==> src/common/oalp_pkg.sv <==
package oalp_pkg;

  // ----------------------------------------------------------------------
  // Register map (byte addresses)
  // ----------------------------------------------------------------------
  localparam logic [11:0] ADDR_CTRL   = 12'h000;
  localparam logic [11:0] ADDR_INSTR  = 12'h004;
  localparam logic [11:0] ADDR_ACC    = 12'h008;
  localparam logic [11:0] ADDR_STATUS = 12'h00c;
  localparam logic [11:0] ADDR_BANK   = 12'h010;
  localparam logic [11:0] ADDR_PTR0   = 12'h014;
  localparam logic [11:0] ADDR_PTR1   = 12'h018;
  localparam logic [11:0] ADDR_PTR2   = 12'h01c;
  localparam logic [11:0] ADDR_FILE   = 12'h400;
  localparam logic [11:0] FILE_MASK   = 12'hc00;

  // ----------------------------------------------------------------------
  // Opcode fields
  // ----------------------------------------------------------------------
  localparam logic [7:0] OP_OR_LIT   = 8'h09;
  localparam logic [5:0] OP_OR_FILE  = 6'h04;
  localparam logic [9:0] OP_PTR_HI   = 10'h3b8;
  localparam logic [7:0] OP_PTR_LO   = 8'hf0;
  localparam int         D_BIT       = 9;
  localparam int         A_BIT       = 8;
  localparam logic [7:0] INDEX_LIMIT = 8'h5f;
  localparam logic [1:0] PTR_COUNT   = 2'h3;

  // ----------------------------------------------------------------------
  // Status and control fields
  // ----------------------------------------------------------------------
  localparam int N_BIT   = 1;
  localparam int Z_BIT   = 0;
  localparam int EXT_BIT = 0;

  typedef enum logic [1:0] {
    OALP_Q1,
    OALP_Q2,
    OALP_Q3,
    OALP_Q4
  } oalp_phase_e;

endpackage

==> src/hw/oalp_decode.sv <==
`timescale 1ns/1ps
module oalp_decode (
  // Instruction word
  input  wire logic [15:0] instr,
  input  wire logic        second_word,
  // Decoded class
  output logic             is_or_lit,
  output logic             is_or_file,
  output logic             is_ptr_hi,
  output logic             is_ptr_lo
);
  import oalp_pkg::*;

  assign is_or_lit  = !second_word && (instr[15:8] == OP_OR_LIT);
  assign is_or_file = !second_word && (instr[15:10] == OP_OR_FILE);
  assign is_ptr_hi  = !second_word && (instr[15:6] == OP_PTR_HI)
                      && (instr[5:4] != PTR_COUNT);
  assign is_ptr_lo  = second_word && (instr[15:8] == OP_PTR_LO);

endmodule

==> src/hw/oalp_alu.sv <==
`timescale 1ns/1ps
module oalp_alu (
  // Operands
  input  wire logic [7:0] acc,
  input  wire logic [7:0] operand,
  // Result and flags
  output logic      [7:0] result,
  output logic            neg,
  output logic            zero
);
  assign result = acc | operand;
  assign neg    = result[7];
  assign zero   = (result == 8'h00);
endmodule

==> src/hw/oalp_core.sv <==
`timescale 1ns/1ps
module oalp_core #(
  parameter int FILE_DEPTH = 256
) (
  // Clock and reset
  input  wire logic                       clk,
  input  wire logic                       arst_n,
  // AHB-Lite slave
  input  wire logic                       hsel,
  input  wire logic [11:0]                haddr,
  input  wire logic [1:0]                 htrans,
  input  wire logic                       hwrite,
  input  wire logic [2:0]                 hsize,
  input  wire logic [31:0]                hwdata,
  input  wire logic                       hready,
  output logic      [31:0]                hrdata,
  output logic                            hreadyout,
  output logic                            hresp,
  // Execution status
  output logic                            busy_ff
);
  import oalp_pkg::*;

  // The file RAM is indexed by one address byte, so only this depth is served.
  if (FILE_DEPTH != 256) begin : g_depth_check
    $error("oalp_core: FILE_DEPTH must be 256");
  end

  // ----------------------------------------------------------------------
  // State
  // ----------------------------------------------------------------------
  logic [7:0]  file_mem [FILE_DEPTH];
  logic [7:0]  acc_ff;
  logic        neg_ff;
  logic        zero_ff;
  logic [3:0]  bank_ff;
  logic        ext_ff;
  logic [11:0] ptr_ff [3];
  logic [15:0] instr_ff;
  logic        pend_ff;
  logic        second_ff;
  logic [1:0]  sel_ff;
  oalp_phase_e phase_ff;
  logic [7:0]  opnd_ff;
  logic [7:0]  res_ff;
  logic        rn_ff;
  logic        rz_ff;
  logic [11:0] addr_ff;
  logic        write_ff;
  logic [31:0] rdata_ff;
  logic        ready_ff;

  // ----------------------------------------------------------------------
  // Decode
  // ----------------------------------------------------------------------
  logic        is_or_lit;
  logic        is_or_file;
  logic        is_ptr_hi;
  logic        is_ptr_lo;

  oalp_decode u_decode (
    .instr       (instr_ff),
    .second_word (second_ff),
    .is_or_lit   (is_or_lit),
    .is_or_file  (is_or_file),
    .is_ptr_hi   (is_ptr_hi),
    .is_ptr_lo   (is_ptr_lo)
  );

  wire       dest_file = instr_ff[D_BIT];
  wire       bank_sel  = instr_ff[A_BIT];
  wire [7:0] f_addr    = instr_ff[7:0];
  wire [1:0] ptr_idx   = instr_ff[5:4];

  // Effective file address: quick access bank, banked, or indexed off pointer 2.
  wire        indexed  = !bank_sel && ext_ff && (f_addr <= INDEX_LIMIT);
  wire [11:0] idx_addr = ptr_ff[2] + {4'h0, f_addr};
  wire [11:0] eff_addr = indexed  ? idx_addr :
                         bank_sel ? {bank_ff, f_addr} :
                         {(f_addr[7] ? 4'hf : 4'h0), f_addr};
  wire [7:0]  file_rd  = file_mem[eff_addr[7:0]];

  // ----------------------------------------------------------------------
  // ALU
  // ----------------------------------------------------------------------
  logic [7:0] alu_res;
  logic       alu_n;
  logic       alu_z;

  oalp_alu u_alu (
    .acc     (acc_ff),
    .operand (opnd_ff),
    .result  (alu_res),
    .neg     (alu_n),
    .zero    (alu_z)
  );

  // ----------------------------------------------------------------------
  // Bus decode
  // ----------------------------------------------------------------------
  wire        bus_req   = hsel && hready && htrans[1];
  wire        wr_go     = write_ff;
  wire        wr_ctrl   = wr_go && (addr_ff == ADDR_CTRL);
  wire        wr_instr  = wr_go && (addr_ff == ADDR_INSTR) && !pend_ff;
  wire        wr_acc    = wr_go && (addr_ff == ADDR_ACC) && !pend_ff;
  wire        wr_stat   = wr_go && (addr_ff == ADDR_STATUS) && !pend_ff;
  wire        wr_bank   = wr_go && (addr_ff == ADDR_BANK);
  wire        wr_file   = wr_go && ((addr_ff & FILE_MASK) == ADDR_FILE) && !pend_ff;
  wire        is_ptr_a  = (haddr == ADDR_PTR0) || (haddr == ADDR_PTR1)
                          || (haddr == ADDR_PTR2);
  wire [1:0]  ptr_a_idx = haddr[3:2] - 2'h1;
  wire [31:0] rd_mux    =
      (haddr == ADDR_CTRL)   ? {31'h0, ext_ff} :
      (haddr == ADDR_INSTR)  ? {16'h0, instr_ff} :
      (haddr == ADDR_ACC)    ? {24'h0, acc_ff} :
      (haddr == ADDR_STATUS) ? {29'h0, busy_ff, neg_ff, zero_ff} :
      (haddr == ADDR_BANK)   ? {28'h0, bank_ff} :
      is_ptr_a               ? {20'h0, ptr_ff[ptr_a_idx]} :
      ((haddr & FILE_MASK) == ADDR_FILE) ? {24'h0, file_mem[haddr[9:2]]} :
      32'h0;

  // ----------------------------------------------------------------------
  // Instruction sequencing
  // ----------------------------------------------------------------------
  wire        known    = is_or_lit || is_or_file || is_ptr_hi || is_ptr_lo;
  wire        q4       = pend_ff && (phase_ff == OALP_Q4);
  wire        wr_w     = q4 && (is_or_lit || (is_or_file && !dest_file));
  wire        wr_f     = q4 && is_or_file && dest_file;
  wire        flags_go = q4 && (is_or_lit || is_or_file);
  wire        hi_go    = q4 && is_ptr_hi;
  wire        lo_go    = q4 && is_ptr_lo;
  wire        done     = q4 && !is_ptr_hi;
  wire        start    = wr_instr;

  always_ff @(posedge clk or negedge arst_n) begin
    if (!arst_n) begin
      phase_ff <= OALP_Q1;
      pend_ff  <= 1'b0;
      busy_ff  <= 1'b0;
    end else begin
      if (start || (pend_ff && known)) begin
        phase_ff <= start ? OALP_Q1 : oalp_phase_e'(phase_ff + 2'h1);
      end
      pend_ff <= start ? 1'b1 : (done || (pend_ff && !known && !second_ff)) ? 1'b0
                 : pend_ff;
      busy_ff <= start ? 1'b1 : done ? 1'b0 : busy_ff;
    end
  end

  // Second word of a pointer load: bus writes to the instruction register
  // after the high-byte Q4, while second_ff is set, replace the queued word and must carry the prefix.
  always_ff @(posedge clk or negedge arst_n) begin
    if (!arst_n) begin
      second_ff <= 1'b0;
      sel_ff    <= 2'h0;
      instr_ff  <= 16'h0000;
    end else begin
      if (hi_go) begin
        second_ff <= 1'b1;
        sel_ff    <= ptr_idx;
        instr_ff  <= {OP_PTR_LO, 8'h00};
      end else if (start) begin
        instr_ff <= hwdata[15:0];
      end else if (wr_go && (addr_ff == ADDR_INSTR) && second_ff
                   && (hwdata[15:8] == OP_PTR_LO)) begin
        instr_ff <= hwdata[15:0];
      end else if (lo_go) begin
        second_ff <= 1'b0;
      end
    end
  end

  // Operand capture in Q2 and processing in Q3.
  always_ff @(posedge clk or negedge arst_n) begin
    if (!arst_n) begin
      opnd_ff <= 8'h00;
      res_ff  <= 8'h00;
      rn_ff   <= 1'b0;
      rz_ff   <= 1'b0;
      addr_ff <= 12'h000;
    end else begin
      if (pend_ff && phase_ff == OALP_Q2) begin
        opnd_ff <= is_or_file ? file_rd : instr_ff[7:0];
      end
      if (pend_ff && phase_ff == OALP_Q3) begin
        res_ff <= alu_res;
        rn_ff  <= alu_n;
        rz_ff  <= alu_z;
      end
      if (bus_req) begin
        addr_ff <= haddr;
      end
    end
  end

  // ----------------------------------------------------------------------
  // Architectural state written in Q4 or by software
  // ----------------------------------------------------------------------
  always_ff @(posedge clk or negedge arst_n) begin
    if (!arst_n) begin
      acc_ff  <= 8'h00;
      neg_ff  <= 1'b0;
      zero_ff <= 1'b0;
      bank_ff <= 4'h0;
      ext_ff  <= 1'b0;
    end else begin
      acc_ff  <= wr_w ? res_ff : wr_acc ? hwdata[7:0] : acc_ff;
      neg_ff  <= flags_go ? rn_ff : wr_stat ? hwdata[N_BIT] : neg_ff;
      zero_ff <= flags_go ? rz_ff : wr_stat ? hwdata[Z_BIT] : zero_ff;
      bank_ff <= wr_bank ? hwdata[3:0] : bank_ff;
      ext_ff  <= wr_ctrl ? hwdata[EXT_BIT] : ext_ff;
    end
  end

  // Pointers: high nibble on the first word, low byte on the second.
  for (genvar i = 0; i < 3; i++) begin : g_ptr
    wire wr_sw = wr_go && !pend_ff && (addr_ff == ADDR_PTR0 + 12'(4 * i));
    always_ff @(posedge clk or negedge arst_n) begin
      if (!arst_n) begin
        ptr_ff[i] <= 12'h000;
      end else if (hi_go && ptr_idx == 2'(i)) begin
        ptr_ff[i][11:8] <= instr_ff[3:0];
      end else if (lo_go && sel_ff == 2'(i)) begin
        ptr_ff[i][7:0] <= instr_ff[7:0];
      end else if (wr_sw) begin
        ptr_ff[i] <= hwdata[11:0];
      end
    end
  end

  // File memory has no reset; it is a plain RAM.
  always_ff @(posedge clk) begin
    if (wr_f) begin
      file_mem[eff_addr[7:0]] <= res_ff;
    end else if (wr_file) begin
      file_mem[addr_ff[9:2]] <= hwdata[7:0];
    end
  end

  // ----------------------------------------------------------------------
  // Bus response: zero wait states, always OKAY
  // ----------------------------------------------------------------------
  always_ff @(posedge clk or negedge arst_n) begin
    if (!arst_n) begin
      write_ff <= 1'b0;
      rdata_ff <= 32'h0;
      ready_ff <= 1'b1;
    end else begin
      write_ff <= bus_req && hwrite;
      rdata_ff <= (bus_req && !hwrite) ? rd_mux : rdata_ff;
      ready_ff <= 1'b1;
    end
  end

  assign hrdata    = rdata_ff;
  assign hreadyout = ready_ff;
  assign hresp     = 1'b0;

endmodule

==> config.mk <==
export PLATFORM = sky130hd
export DESIGN_NAME = oalp_core
export DESIGN_NICKNAME = d
export VERILOG_FILES = /design/src/common/oalp_pkg.sv /design/src/hw/oalp_decode.sv /design/src/hw/oalp_alu.sv /design/src/hw/oalp_core.sv
export SDC_FILE = /design/constraint.sdc
export NUM_CORES = 2
export LEC_CHECK = 0
export CAP_MARGIN = 15
export CELL_PAD_IN_SITES_DETAIL_PLACEMENT = 0
export CELL_PAD_IN_SITES_GLOBAL_PLACEMENT = 1
export CORE_MARGIN = 8
export CORE_UTILIZATION = 50
export CTS_CLUSTER_DIAMETER = 60
export DETAILED_ROUTE_END_ITERATION = 12
export DONT_BUFFER_PORTS = 1
export HOLD_SLACK_MARGIN = 0.15
export PLACE_DENSITY = 0.75
export SLEW_MARGIN = 20
export SYNTH_ARGS = -nofsm -noshare
export SYNTH_HDL_FRONTEND = slang
export SYNTH_HIERARCHICAL = 1
export SYNTH_SLANG_ARGS = --single-unit
==> constraint.sdc <==
create_clock -name clk -period 4 [get_ports clk]
set_input_delay 0 -clock clk [delete_from_list [all_inputs] [get_ports clk]]
set_output_delay 0 -clock clk [all_outputs]
set_load 0.1 [all_outputs]
==> qor.csv <==
metric,value,unit
status,finished with violations,
failing checks,setup timing,
CP max-delay cell,mux4_2,
mux share of post-synthesis cell area,0.217,
TritonCTS buffer count,227,
Syn Area/Cell,15.6,um2
slew margin rel.,0.179,
r2r worst-path depth,15,
Worst-Skew Late Latency,0.92,ns
port bufs,0,
critical path class,in -> reg,
initial antenna violation count,34,
r2r setup slk,0,ns
adder-cell share of the synthesized area,0.00188,
Clock Skew,0.0621,ns
# clock sinks,2169,
TritonRoute pass-1 iters,8,
Die ar.,222000,um2
Slew Limit Fails,0,
"Seq/Total Area, Yosys",0.622,
vias in the first global route,70203,
CORE AREA,207000,um2
via count,73680,
synth warn,6,
H-tree lvl count,4,
pre-CTS setup slack,-0.676,ns
CP max stage delay,0.61,ns
clock-pin slew on the worst setup and hold paths,0.07,ns
DRT iter0 DRCs,12315,
main combinational cell family by area after synthesis,multiplexers,
Worst EP arrival,4.80,ns
cell count after synthesis,6643,
final HPWL from detailed placement,254000,um
"Distinct cells, synth",85,
Worst EP required,4.78,ns
RSZ-0062 raised after global routing,true,
Compound-Gate Fraction of Synth Area,0.0635,
endpoints failing setup,2,
Pwr Density,419,nW/um2
Die Ht,471,um
final net count,7545,
Hold WC Path Type,in -> reg,
Synth Flop Type,edfxtp_1,
Pleak,46.6,nW
largest net degree at the start of global routing,514,
wire length per cell,38.0,um
drt via density,7.08,
CTS tree,done,
final hold vios,0,
Clock Tree Buf Depth,3,
maxcap violations,0,
layout cell share with drive strength beyond 1,0.318,
synthesized flop and latch total,2169,
FMAX,249,MHz
Routed WL,396000,um
row cnt,167,
GRT Total Usage,0.340,
IO Pins,89,
DIE WIDTH,471,um
"EDFF count, synth",2048,
"IR drop worst, VDD",0.000496,V
dpl cells,9789,
CP Launch Point,haddr[2],
asr flop ratio synth,0.0558,
Synth-to-Final Area Change,20.9,%
CP startpoint kind,primary input,
Slew @ Worst Pin,1.23,ns
worst setup path end,hrdata[7],
post-synthesis xor/xnor area fraction,0.000253,
worst r2r dst,opnd_ff[3],
Final Cycle Share,1.00,
Initial Util,0.502,
Clock Tree Root,clkbuf_16,
Synth Area in Simple Gates,0.0687,
DRC,0,
post-route ant nets,0,
setup ws final,-0.0188,ns
crit-path cells,buf_16 -> buf_16 -> buf_16 -> mux4_2 -> mux4_2 -> mux2i_2 -> a21oi_2 -> mux4_2 -> a21oi_1 -> dlygate4sd3_1 -> a21oi_1,
synthesized area,104000,um2
worst r2r src,ptr_ff[0],
critical path capture point type,flip-flop,
GRT overflow,0,
Pwr Total,52.5,mW
Finished Layout Cells,10412,
minimum clock period,4.02,ns
gpl congestion,0.967,
first-pass GRT wire length,541000,um
worst-path fanout max,106,
## power by group
group / total (mW) / leakage, nW / switching, mW / internal, mW
registers: 24.7 / 24.3 / 0.135 / 24.6
clock network: 21.7 / 3.71 / 9.29 / 12.4
logic: 6.14 / 18.6 / 3.81 / 2.33
## critical path, delay by kind of cell
family,cells,cell delay (ns)
compound gates,3,0.56
buf+inv,4,1.81
mux,4,2.10
## cells in the mapped netlist (82+ instances only)
| cell type | count | area (um2) |
|---|---|---|
| edfxtp_1 | 2048 | 61500 |
| nand2_1 | 812 | 3050 |
| mux4_2 | 782 | 17600 |
| mux2i_1 | 436 | 4360 |
| nor2_1 | 341 | 1280 |
| clkbuf_1 | 228 | 856 |
| a21oi_1 | 218 | 1090 |
| buf_2 | 200 | 1000 |
| o22ai_1 | 145 | 907 |
| nand3_1 | 138 | 691 |
| o21ai_0 | 129 | 646 |
| dfrtp_1 | 121 | 3030 |
| and3_1 | 115 | 719 |
| a211oi_1 | 110 | 826 |
| a31oi_1 | 82 | 513 |
## through the flow
stage	instance area, um2	utilization	hold slack [ns]	setup TNS (ns)
floorplan	104000	-	-0.296	0
global placement	114000	0.553	-0.292	-9.97
detailed placement	114000	0.553	-0.291	-29.90
CTS	124000	0.600	0.156	-0.0237
global route	125000	0.606	0.192	-0.0224
finish	125000	0.606	0.212	-0.0222
## layout make-up
cell class | instances | area, um2
diodes | 34 | 85.1
clock buffers | 291 | 6180
clock inverters | 136 | 1480
fillers | 15055 | 81300
inverters | 17 | 63.8
multi-input cells | 3915 | 37900
flip-flops and latches | 2169 | 64500
well taps | 2704 | 3380
repair buffers | 1146 | 11700
## metal layers
layer / share of wire / global-route usage
met2: 0.43 / 0.494
met3: 0.15 / 0.108
met1: 0.36 / 0.465
met5: 0.00050 / 0
met4: 0.060 / 0.170
## logic make-up (layout without fill, tap and decap cells)
family | after synthesis | count (layout)
AO/OA/AOI/OAI | 988 | 988
XOR/XNOR | 3 | 3
adder cells (fa/ha/maj) | 15 | 15
buffers and inverters | 577 | 1590
flip-flops | 2169 | 2169
multiplexers | 1266 | 1266
other | 2 | 52
AND/OR/NAND/NOR | 1623 | 1625
## repair_timing
item,CTS,global route
resized for setup,129,117
buffers inserted,32,12
hold endpoints to repair,1162,0
gates cloned,5,16
pin swaps,27,35
endpoints found under the setup margin,985,1400
hold buffers,93,0
## flip-flops by register name (all words and copies together) (netlist names), 2 cells and up
| register | count |
|---|---|
| res_ff | 8 |
| instr_ff | 16 |
| addr_ff | 12 |
| phase_ff | 2 |
| hrdata | 16 |
| bank_ff | 4 |
| file_mem | 2048 |
| sel_ff | 2 |
| acc_ff | 8 |
| opnd_ff | 8 |
| ptr_ff | 36 |
## cells in the final DEF (no fill, tap or decap), drive strengths merged, types with 21 or more instances in the layout
cell type,count
edfxtp,2048
buf,1039
nand2,812
mux4,782
mux2i,436
nor2,344
clkbuf,306
a21oi,219
o22ai,145
nand3,138
o21ai,132
dfrtp,121
and3,115
a211oi,110
clkinv,92
dlygate4sd3,89
a31oi,82
nor3,65
a32oi,55
nor4,54
mux2,48
a22oi,44
diode,34
a311oi,32
inv,30
a221oi,24
bufinv,22
a2111oi,21
## worst min-delay path by stage
stage                  start         end  slack, ns  cells past startpoint
floorplan             arst_n   acc_ff[0]      -0.30                      0
global placement      arst_n  addr_ff[1]      -0.29                      0
detailed placement    arst_n  addr_ff[1]      -0.29                      0
CTS                 haddr[7]  addr_ff[7]       0.16                      3
global route        haddr[7]  addr_ff[7]       0.19                      3
finish              haddr[7]  addr_ff[7]       0.21                      3
No activity file was read; power rests on OpenSTA's default activity.
